**src/hdl/cim_pkg.sv**
```systemverilog
// constants, register map and carrier types of the codec input/mix bank
package cim_pkg;

   // register indices; byte address is four times the index
   localparam logic [5:0]  CIM_IDX_CODEC_STATUS   = 6'h00;
   localparam logic [5:0]  CIM_IDX_CHANNEL_FLAGS  = 6'h01;
   localparam logic [5:0]  CIM_IDX_ADC_INPUT      = 6'h02;
   localparam logic [5:0]  CIM_IDX_DAC2_MIX       = 6'h03;
   localparam logic [5:0]  CIM_IDX_AUX1_MIX       = 6'h04;
   localparam logic [5:0]  CIM_IDX_AUX2_MIX       = 6'h05;
   localparam logic [5:0]  CIM_IDX_CHANNEL_ENABLE = 6'h1B;
   localparam logic [5:0]  CIM_IDX_POWER_CTRL     = 6'h1C;

   // reset values
   localparam logic [15:0] CIM_RST_FLAGS     = 16'h0000;
   localparam logic [15:0] CIM_RST_ADC_INPUT = 16'h0000;
   localparam logic [15:0] CIM_RST_MIX       = 16'h8888;
   localparam logic [6:0]  CIM_RST_ENABLE    = 7'h00;
   localparam logic        CIM_RST_PD_REQ    = 1'b1;

   // writable bits of the mixer registers (14:13 and 6:5 reserved)
   localparam logic [15:0] CIM_MIX_WMASK     = 16'h9F9F;

   // channel flag field positions
   localparam int CIM_FLAG_DAC1_UF  = 8;
   localparam int CIM_FLAG_DAC2_UF  = 9;
   localparam int CIM_FLAG_RPEAK_LO = 2;
   localparam int CIM_FLAG_LPEAK_LO = 0;

   // enable register field positions
   localparam int CIM_EN_LEFT_ADC  = 0;
   localparam int CIM_EN_RIGHT_ADC = 1;
   localparam int CIM_EN_DAC1      = 2;
   localparam int CIM_EN_DAC2      = 3;
   localparam int CIM_EN_DDMIX     = 4;
   localparam int CIM_EN_AAMIX     = 5;
   localparam int CIM_EN_ANALOG    = 6;

   // codec status field positions
   localparam int CIM_STAT_PDFLAG  = 14;

   // overrange codes
   localparam logic [1:0] CIM_PEAK_BELOW_M1 = 2'h0;
   localparam logic [1:0] CIM_PEAK_M1_TO_0  = 2'h1;
   localparam logic [1:0] CIM_PEAK_0_TO_P1  = 2'h2;
   localparam logic [1:0] CIM_PEAK_ABOVE_P1 = 2'h3;

   typedef struct packed {
      logic        read;
      logic        write;
      logic [7:0]  address;
      logic [31:0] writedata;
      logic [3:0]  byteenable;
   } cim_avm_req_s;

   // index 0 = dac1 / left adc, index 1 = dac2 / right adc
   typedef struct packed {
      logic [1:0]       dac_req;
      logic [1:0]       dac_avail;
      logic [1:0][15:0] dac_sample;
      logic [1:0]       adc_peak_valid;
      logic [1:0][1:0]  adc_peak_code;
   } cim_events_s;

   typedef struct packed {
      logic [2:0] left_source_sel;
      logic       left_boost_en;
      logic [3:0] left_input_gain;
      logic [2:0] right_source_sel;
      logic       right_boost_en;
      logic [3:0] right_input_gain;
      logic       left_dactwo_mute;
      logic [4:0] left_dactwo_level;
      logic       right_dactwo_mute;
      logic [4:0] right_dactwo_level;
      logic       left_auxone_mute;
      logic [4:0] left_auxone_level;
      logic       right_auxone_mute;
      logic [4:0] right_auxone_level;
      logic       left_auxtwo_mute;
      logic [4:0] left_auxtwo_level;
      logic       right_auxtwo_mute;
      logic [4:0] right_auxtwo_level;
   } cim_ctl_s;

   typedef struct packed {
      logic [15:0]      adc_input;
      logic [15:0]      dac2_mix;
      logic [15:0]      aux1_mix;
      logic [15:0]      aux2_mix;
      logic [15:0]      flags;
      logic [6:0]       enable;
      logic             pd_req;
      logic             pd_flag;
      logic             ack;
      logic [31:0]      rdata;
      logic [1:0][15:0] dac_out;
   } cim_state_s;

endpackage

```
**src/hdl/cim_regs.sv**
```systemverilog
// register bank: adc input control, mixer levels and sticky channel flags
//
// The implementer's own choice: register access over Avalon-MM.
`timescale 1ns/1ps

////////////////////////////////////////////////////////////////////////////
// Contract
// - dac1 empty buffer sets flag, zeros fed
// - dac1 flag sticky until status write/powerdown
// - right peak code sticky max, cleared
// - left peak code same sticky max behaviour
// - peak codes ordered, stored code only rises
// - status zero while reset/pin/converter powered down
// - three-bit source select per adc side
// - boost bit adds twenty dB
// - four-bit input gain, 1.5 dB steps
// - input control default zero, held when down
// - mixer byte top bit is mute, reserved bits
// - five-bit mix level, -1.5 dB steps
// - dac2 mix default 8888, held/blocked conditions
// - aux1 mix default 8888, held/blocked conditions
// - aux1 mix holds per-side mute and level
// - aux2 mix same layout as other mixers
// - dac2 empty buffer sets sticky flag, zeros
// - powered-down flag while pin low or request
module cim_regs
   import cim_pkg::*;
#(
   parameter logic [3:0] REVISION_ID = 4'h5  // arbitrary value
) (
   input  wire logic         clk,
   input  wire logic         nrst,
   input  wire logic         power_down_pin_n,
   input  wire cim_avm_req_s avm_req,
   output logic [31:0]       avm_readdata,
   output logic              avm_waitrequest,
   input  wire cim_events_s  events,
   output logic [1:0][15:0]  dac_sample_out,
   output logic              converter_powered_down_flag,
   output cim_ctl_s          ctl
);

   ////////////////////////////////////////////////////////////////////////
   // state
   cim_state_s s_reg;
   cim_state_s s_next;

   logic             req;
   logic             wr_take;
   logic [5:0]       idx;
   logic             aligned;
   logic [15:0]      lane_mask;
   logic             blocked;
   logic             hold_dac2mix;
   logic             hold_mix;
   logic             flag_clear;
   logic [1:0]       dac_en;
   logic [1:0]       adc_en;
   logic [1:0]       uf_cur;
   logic [1:0]       uf_nxt;
   logic [1:0][1:0]  pk_cur;
   logic [1:0][1:0]  pk_nxt;
   logic [1:0][15:0] dac_nxt;

   assign req       = avm_req.read | avm_req.write;
   assign wr_take   = avm_req.write & s_reg.ack;
   assign idx       = avm_req.address[7:2];
   assign aligned   = avm_req.address[1:0] == 2'h0;
   assign lane_mask = {{8{avm_req.byteenable[1]}}, {8{avm_req.byteenable[0]}}};

   // converter-wide hold, from the pin or the registered powered-down flag
   assign blocked = ~power_down_pin_n | s_reg.pd_flag;
   assign hold_dac2mix = blocked | ~s_reg.enable[CIM_EN_DDMIX]
                       | ~s_reg.enable[CIM_EN_DAC2]
                       | ~s_reg.enable[CIM_EN_ANALOG];
   assign hold_mix = blocked | ~s_reg.enable[CIM_EN_AAMIX]
                   | ~s_reg.enable[CIM_EN_ANALOG];

   // any write to the flags register clears, whatever the data
   assign flag_clear = wr_take & aligned
                     & (idx == CIM_IDX_CHANNEL_FLAGS);

   assign dac_en = {s_reg.enable[CIM_EN_DAC2], s_reg.enable[CIM_EN_DAC1]};
   assign adc_en = {s_reg.enable[CIM_EN_RIGHT_ADC],
                    s_reg.enable[CIM_EN_LEFT_ADC]};
   assign uf_cur = {s_reg.flags[CIM_FLAG_DAC2_UF],
                    s_reg.flags[CIM_FLAG_DAC1_UF]};
   assign pk_cur = {s_reg.flags[CIM_FLAG_RPEAK_LO +: 2],
                    s_reg.flags[CIM_FLAG_LPEAK_LO +: 2]};

   ////////////////////////////////////////////////////////////////////////
   // per-channel sticky flags and sample substitution
   genvar g;
   generate
      for (g = 0; g < 2; g++) begin : g_chan
         logic underrun;
         logic [1:0] pk_base;
         assign underrun = events.dac_req[g] & ~events.dac_avail[g];
         // set wins over clear; powerdown forces clear
         assign uf_nxt[g] = dac_en[g]
                          & ((uf_cur[g] & ~flag_clear) | underrun);
         // zero sample in place of missing data
         assign dac_nxt[g] = underrun ? 16'h0000 :
                             events.dac_req[g] ? events.dac_sample[g] :
                             s_reg.dac_out[g];
         assign pk_base = flag_clear ? CIM_PEAK_BELOW_M1 : pk_cur[g];
         // keep the largest code seen
         assign pk_nxt[g] = ~adc_en[g] ? CIM_PEAK_BELOW_M1 :
                            (events.adc_peak_valid[g]
                             && events.adc_peak_code[g] > pk_base) ?
                            events.adc_peak_code[g] : pk_base;
      end
   endgenerate

   ////////////////////////////////////////////////////////////////////////
   // byte-lane merge of a write into a 16-bit register
   function automatic logic [15:0] merge(input logic [15:0] cur,
                                         input logic [15:0] wd,
                                         input logic [15:0] wmask);
      logic [15:0] m;
      m = wmask;
      merge = (cur & ~m) | (wd & m);
   endfunction

   ////////////////////////////////////////////////////////////////////////
   // next state
   always_comb begin
      s_next = s_reg;
      // one wait cycle, then the answer
      s_next.ack = req & ~s_reg.ack;
      s_next.pd_flag = ~power_down_pin_n | s_reg.pd_req;
      s_next.dac_out = dac_nxt;

      // read data latched in the wait cycle
      if (req && !s_reg.ack) begin
         s_next.rdata = 32'h0000_0000;
         if (aligned) begin
            case (idx)
               CIM_IDX_CODEC_STATUS: begin
                  s_next.rdata[CIM_STAT_PDFLAG] = s_reg.pd_flag;
                  s_next.rdata[3:0] = REVISION_ID;
               end
               CIM_IDX_CHANNEL_FLAGS:  s_next.rdata[15:0] = s_reg.flags;
               CIM_IDX_ADC_INPUT:      s_next.rdata[15:0] = s_reg.adc_input;
               CIM_IDX_DAC2_MIX:       s_next.rdata[15:0] = s_reg.dac2_mix;
               CIM_IDX_AUX1_MIX:       s_next.rdata[15:0] = s_reg.aux1_mix;
               CIM_IDX_AUX2_MIX:       s_next.rdata[15:0] = s_reg.aux2_mix;
               CIM_IDX_CHANNEL_ENABLE: s_next.rdata[6:0]  = s_reg.enable;
               CIM_IDX_POWER_CTRL:     s_next.rdata[0]    = s_reg.pd_req;
               default:                s_next.rdata = 32'h0000_0000;
            endcase
         end
      end

      // writes take effect on the answering edge
      if (wr_take && aligned) begin
         case (idx)
            CIM_IDX_ADC_INPUT:
               s_next.adc_input = merge(s_reg.adc_input,
                  avm_req.writedata[15:0], lane_mask);
            CIM_IDX_DAC2_MIX:
               s_next.dac2_mix = merge(s_reg.dac2_mix,
                  avm_req.writedata[15:0],
                  lane_mask & CIM_MIX_WMASK);
            CIM_IDX_AUX1_MIX:
               s_next.aux1_mix = merge(s_reg.aux1_mix,
                  avm_req.writedata[15:0],
                  lane_mask & CIM_MIX_WMASK);
            CIM_IDX_AUX2_MIX:
               s_next.aux2_mix = merge(s_reg.aux2_mix,
                  avm_req.writedata[15:0],
                  lane_mask & CIM_MIX_WMASK);
            CIM_IDX_CHANNEL_ENABLE: begin
               if (!blocked && avm_req.byteenable[0]) begin
                  s_next.enable = avm_req.writedata[6:0];
               end
            end
            CIM_IDX_POWER_CTRL: begin
               if (avm_req.byteenable[0]) begin
                  s_next.pd_req = avm_req.writedata[0];
               end
            end
            default: s_next.enable = s_next.enable;
         endcase
      end

      // sticky flags; reserved bits stay zero
      s_next.flags = CIM_RST_FLAGS;
      s_next.flags[CIM_FLAG_DAC1_UF] = uf_nxt[0];
      s_next.flags[CIM_FLAG_DAC2_UF] = uf_nxt[1];
      s_next.flags[CIM_FLAG_LPEAK_LO +: 2] = pk_nxt[0];
      s_next.flags[CIM_FLAG_RPEAK_LO +: 2] = pk_nxt[1];

      // held at default and write-blocked
      if (blocked) begin
         s_next.flags = CIM_RST_FLAGS;
         s_next.adc_input = CIM_RST_ADC_INPUT;
      end
      if (hold_dac2mix) begin
         s_next.dac2_mix = CIM_RST_MIX;
      end
      if (hold_mix) begin
         s_next.aux1_mix = CIM_RST_MIX;
         s_next.aux2_mix = CIM_RST_MIX;
      end
   end

   ////////////////////////////////////////////////////////////////////////
   // state register
   always_ff @(posedge clk or negedge nrst) begin
      if (!nrst) begin
         s_reg.adc_input <= CIM_RST_ADC_INPUT;
         s_reg.dac2_mix  <= CIM_RST_MIX;
         s_reg.aux1_mix  <= CIM_RST_MIX;
         s_reg.aux2_mix  <= CIM_RST_MIX;
         s_reg.flags     <= CIM_RST_FLAGS;
         s_reg.enable    <= CIM_RST_ENABLE;
         s_reg.pd_req    <= CIM_RST_PD_REQ;
         s_reg.pd_flag   <= 1'b1;
         s_reg.ack       <= 1'b0;
         s_reg.rdata     <= 32'h0000_0000;
         s_reg.dac_out   <= '0;
      end else begin
         s_reg <= s_next;
      end
   end

   ////////////////////////////////////////////////////////////////////////
   // outputs
   assign avm_waitrequest = req & ~s_reg.ack;
   assign avm_readdata = s_reg.rdata;
   assign dac_sample_out = s_reg.dac_out;
   assign converter_powered_down_flag = s_reg.pd_flag;

   assign ctl.left_source_sel    = s_reg.adc_input[15:13];
   assign ctl.left_boost_en      = s_reg.adc_input[12];
   assign ctl.left_input_gain    = s_reg.adc_input[11:8];
   assign ctl.right_source_sel   = s_reg.adc_input[7:5];
   assign ctl.right_boost_en     = s_reg.adc_input[4];
   assign ctl.right_input_gain   = s_reg.adc_input[3:0];
   assign ctl.left_dactwo_mute   = s_reg.dac2_mix[15];
   assign ctl.left_dactwo_level  = s_reg.dac2_mix[12:8];
   assign ctl.right_dactwo_mute  = s_reg.dac2_mix[7];
   assign ctl.right_dactwo_level = s_reg.dac2_mix[4:0];
   assign ctl.left_auxone_mute   = s_reg.aux1_mix[15];
   assign ctl.left_auxone_level  = s_reg.aux1_mix[12:8];
   assign ctl.right_auxone_mute  = s_reg.aux1_mix[7];
   assign ctl.right_auxone_level = s_reg.aux1_mix[4:0];
   assign ctl.left_auxtwo_mute   = s_reg.aux2_mix[15];
   assign ctl.left_auxtwo_level  = s_reg.aux2_mix[12:8];
   assign ctl.right_auxtwo_mute  = s_reg.aux2_mix[7];
   assign ctl.right_auxtwo_level = s_reg.aux2_mix[4:0];

endmodule // cim_regs

```
**config.mk**
```make
export PLATFORM = sky130hd
export DESIGN_NAME = cim_regs
export DESIGN_NICKNAME = d
export VERILOG_FILES = /design/src/hdl/cim_pkg.sv /design/src/hdl/cim_regs.sv
export SDC_FILE = /design/constraint.sdc
export NUM_CORES = 1
export LEC_CHECK = 0
export BUFFER_PORTS_ARGS = -buffer_cell sky130_fd_sc_hd__buf_2
export CELL_PAD_IN_SITES_DETAIL_PLACEMENT = 1
export CELL_PAD_IN_SITES_GLOBAL_PLACEMENT = 2
export CORE_MARGIN = 1
export CORE_UTILIZATION = 27
export DETAILED_ROUTE_END_ITERATION = 6
export PLACE_DENSITY = 0.87
export SYNTH_ARGS = -nofsm -noshare
export SYNTH_HDL_FRONTEND = slang
export SYNTH_SLANG_ARGS = --single-unit
export TNS_END_PERCENT = 100
```
**constraint.sdc**
```tcl
create_clock -name clk -period 1.94 [get_ports clk]
set_input_delay 0.194 -clock clk [delete_from_list [all_inputs] [get_ports clk]]
set_output_delay 0.194 -clock clk [all_outputs]
set_load 0.01 [all_outputs]
```
# After elaboration in Yosys (flattened, before gate mapping)
# Index checks and enable logic that the tools add are counted.
# op_classes
n_mux	26
n_mul	0
magnitude_cmp	2
shift	0
n_div	0
eq_ne	7
n_bitwise	41
n_reduce_logical	24
add_sub_neg	0
# op_table
cell	n
16-bit 2-to-1 mux	11
16-bit AND	6
64-bit 2-to-1 mux	1
16-bit bitwise OR	4
7-bit case mux with 5 select lines	1
32-bit 2-to-1 mux	1
16-bit inverter	2
3-bit case mux with 7 select lines	1
3-bit case mux with 6 select lines	1
2-bit nonzero test	9
6-bit by 2-bit equality test with 1-bit output, second input constant	2
6-bit by 3-bit equality test with 1-bit output, second input constant	2
6-bit by 5-bit equality test with 1-bit output, second input constant	2
2-bit 2-to-1 mux	6
1-bit AND	10
10-bit 2-to-1 mux	1
1-bit bitwise OR	10
1-bit inverter	9
1-bit case mux with 8 select lines	1
2-bit AND reduction	4
6-bit by 1-bit equality test with 1-bit output, second input constant	1
6-bit logical NOT	1
1-bit case mux with 6 select lines	1
3-bit AND reduction	2
other kinds (5)	11
# word_totals
output_inout_bits	118
rom_bits	0
reg_bits	154
word_cells	112
in_bits	91
latchBits	0
n_memories	0
mem_bits_rw	0

# Longest topological paths before layout
# depth
ltp_word	9
ltp_mapped	10
ltp_nobuf	9

# Worst setup path after synthesis
# Ideal clock, no wire load.
# synth_path
path_kind	input to register
start	in avm_req[42] in the netlist's numbering
end	reg s_reg (netlist bit pk_cur[2])
arrival_time_ps	1965
slack_ps	-108
setup_ps	83
n_path_buf	1
required_time_ps	1857
cell_stages	9
path_cell_list	buf_4 -> nor4_4 -> nand3_1 -> nand2_1 -> ha_1 -> nor2b_1 -> o211ai_1 -> nand3_1 -> o22ai_1
# synth_rtl
item	line	source
start, declared	cim_regs.sv:34	input wire cim_avm_req_s avm_req,
end signal, assigned	cim_regs.sv:224	s_reg <= s_next;
end, declared	cim_regs.sv:45	cim_state_s s_reg;

==> impl_results.md <==
* Crit start category: flip-flop
* Die Wd at 156 um
* Critical Path AT at 2.33 ns
* Switching Share at 25.6%
* Clock Tree Root: clkbuf_16
* Synth warn at 0
* Die Y at 156 um
* Final worst setup slack at -0.0528 ns
* CP Capture Type: flip-flop
* Outcome: complete, but fails checks
* Most frequent cells in the layout: buf_2, dfrtp_1, nand2_1
* Final WL at 21500 um
* Largest net degree at the start of global routing at 44
* DR WL/cell at 18.4 um
* Ys flop type: dfrtp_1
* Worst hold margin at 0.0153 ns
* Synth Area per Inst at 9.02 sq um
* Initial antenna violation count at 1
* Failing checks: setup timing
* Die area at 24300 sq um
* Cts bufs inserted at 17
* Nets at 936
* Clk slew on worst S/H paths at 0.06 ns
* Max Slew Vio Count at 0
* Post-synthesis cell type count at 53
* Power share of the combinational group at 9.5%
* Hold Startpoint: events[35]
* Leak at 3.75 nW
* Critical Path RT at 2.28 ns
* Layout fillers at 2736
* Min cycle time layout at 1.99 ns
* Area Growth Syn to Fin at 26.5%
* CP bufs+invs at 1
* Commonest non-fill, non-tap cell in the layout: buf_2
* Ys async rst share at 100%
* Global route overflow at 0
* Worst slew margin at 58.7%
* Worst Path Max Fanout at 5
* Final hold violation count at 0
* Max reg flops at 52
* FMAX at 502 MHz
* Routability cong. at 0.840
* Max-Cap Viols at 0
* Critical Path Slowest Stage Cell: dfrtp_1
* Switching pwr at 1.65 mW
* Share of cells above drive strength 1 at 34.2%
* Register area share after synthesis at 45.6%
* P per Cell Area at 797 nW/um^2
* Critical path launch point: s_reg[64]
* CP delay by family, top: simple AND/OR/NAND/NOR gates
* H-Tree Level Count at 4
* Clock power share at 51.5%
* Mapped Cells at 710
* Initial DRC Count at 226
* Post-route cell area at 8100 sq um
* Starting Density at 27.9%
* Antenna fix cells at 0
* Sequential Power Share at 38.9%
* Period Utilization, post-route at 103%
* Crit Reg-Reg Endpoint: pk_cur[0]
* Skew final at 0.00816 ns
* DP Area at 7070 sq um
* Worst R2R Setup Slack at -0.05 ns
* Antenna Nets Post-Route at 0
* Max stage delay on crit path at 0.35 ns
* CTS Buffer Depth at 2
* Vias in the first global route at 6013
* # DRC at 0
* R2R cell count at 9
* Tot GR Track Use at 18.1%
* WHS Endpoint: dac_sample_out[29]
* Pint at 4.80 mW
* Worst hold path type: in -> reg
* Final setup fails at 5
* First-pass GRT wire length at 33500 um
* Hold path depth at 3
* Drt pass-1 iters at 4
* Detailed Place HPWL at 15500 um
* Worst vdd ir at 0.496 mV
* Number of synthesized register bits at 116
* # port buffers at 174
* Synth Cell Area at 6400 sq um
* Core area at 23000 sq um
* Post-synth EDFFs at 0
* Worst skew pair latency at 0.42 ns
* CTS sink count at 116
* Crit Path Class: reg -> reg
* Unrepaired setup endpoints after global routing: yes
* Io pins at 209
* Routed vias at 5564
* Standard-cell rows at 55
* CTS tree: done
* Worst slew pin tran at 0.620 ns
* Vias/cell at 4.77
* CP cell instances: nor4bb_4 -> buf_4 -> nand3_4 -> nand2_4 -> ha_4 -> nor2b_4 -> o211ai_1 -> nand3_1 -> o22ai_1
* RR Startpoint: s_reg[64]
[worst max-delay path by stage]
stage	end	slack [ns]	cells past startpoint
after detailed placement	pk_cur[2]	-0.21	10
after global placement	pk_cur[3]	-0.15	10
final	pk_cur[0]	-0.05	9
after floorplan	pk_cur[3]	-0.04	9
after CTS	pk_cur[0]	0.004	9
after global routing	pk_cur[1]	-0.16	9
[cell usage after synthesis, drive strengths merged, types with 2 or more instances]
master / number / share of area, %
mux2: 12 / 2.1
nor2b: 7 / 0.68
nor4: 2 / 0.43
nor2: 5 / 0.29
a22oi: 2 / 0.23
clkbuf: 18 / 1.1
nor3: 15 / 1.5
a21oi: 46 / 3.6
o22ai: 4 / 0.39
nand2b: 2 / 0.20
dfstp: 14 / 5.7
and2: 5 / 0.49
nand3: 75 / 5.9
inv: 40 / 2.3
a22o: 8 / 1.1
mux2i: 10 / 1.6
o211ai: 2 / 0.23
nand2: 99 / 5.8
o21ai: 57 / 4.5
dfrtp: 102 / 40
ha: 4 / 0.78
nand4: 7 / 0.68
a222oi: 3 / 0.47
a221oi: 11 / 1.5
buf: 138 / 16
and3: 3 / 0.29
[area by class of cell]
cell class,instances,area (sq um),share of cell area (%)
clock buffer,19,443,5.47
clock inverter,13,174,2.15
inverter,40,150,1.85
multi-input combinational,413,2390,29.5
sequential,116,2920,36.1
tap,313,392,4.83
timing repair buffer,253,1630,20.1
[per-layer routing]
metal,vias up,GRT usage [%],part of all wire (%)
met5,-,0,0.047
li1,2562,-,-
met2,210,30.0,48
met4,2,6.91,2.1
met1,2759,22.2,44
met3,31,4.94,6.5
[through the flow]
stage	setup WS [ns]	setup TNS, ns	util (%)	total power [mW]	instances
5_1_grt	-0.164	-0.912	35.2	6.70	1167
4_1_cts	0.00416	0	35.1	6.53	1166
3_3_place_gp	-0.151	-0.974	30.7	3.09	1101
6_report	-0.0528	-0.165	35.2	6.46	1167
2_1_floorplan	-0.0392	-0.111	-	2.87	725
3_5_place_dp	-0.208	-1.15	30.7	3.10	1101
[cell families (layout without fill, tap and decap cells)]
| group | after synthesis | after routing | synth area share (%) |
|---|---|---|---|
| flip-flops | 116 | 116 | 45.6 |
| AND/OR/NAND/NOR | 230 | 230 | 17.7 |
| other | 1 | 16 | 0.0585 |
| multiplexers | 22 | 22 | 3.67 |
| AO/OA/AOI/OAI | 140 | 140 | 12.9 |
| adder cells (fa/ha/maj) | 4 | 4 | 0.781 |
| buffers and inverters | 196 | 325 | 19.2 |
| XOR/XNOR | 1 | 1 | 0.137 |
[worst min-delay path: stages]
cell     delay [ns]
buf_2          0.07
nand2_1        0.04
o21ai_0        0.08
[power by group through the flow]
| stage | logic (mW) | clock network, mW | registers [mW] |
|---|---|---|---|
| floorplan | 0.326 | 0 | 2.55 |
| global placement | 0.539 | 0 | 2.55 |
| detailed placement | 0.550 | 0 | 2.55 |
| CTS | 0.608 | 3.41 | 2.51 |
| global route | 0.673 | 3.51 | 2.52 |
| finish | 0.614 | 3.33 | 2.52 |
[what timing repair did]
| action | CTS | global route |
|---|---|---|
| buffers inserted | 0 | 1 |
| pin swaps | 5 | 7 |
| setup endpoints to repair | 11 | 11 |
| hold endpoints to repair | 58 | 0 |
| hold buffers | 33 | 0 |
| cloned | 0 | 0 |
| resized for setup | 7 | 7 |
(Power assumes the default switching activity.)
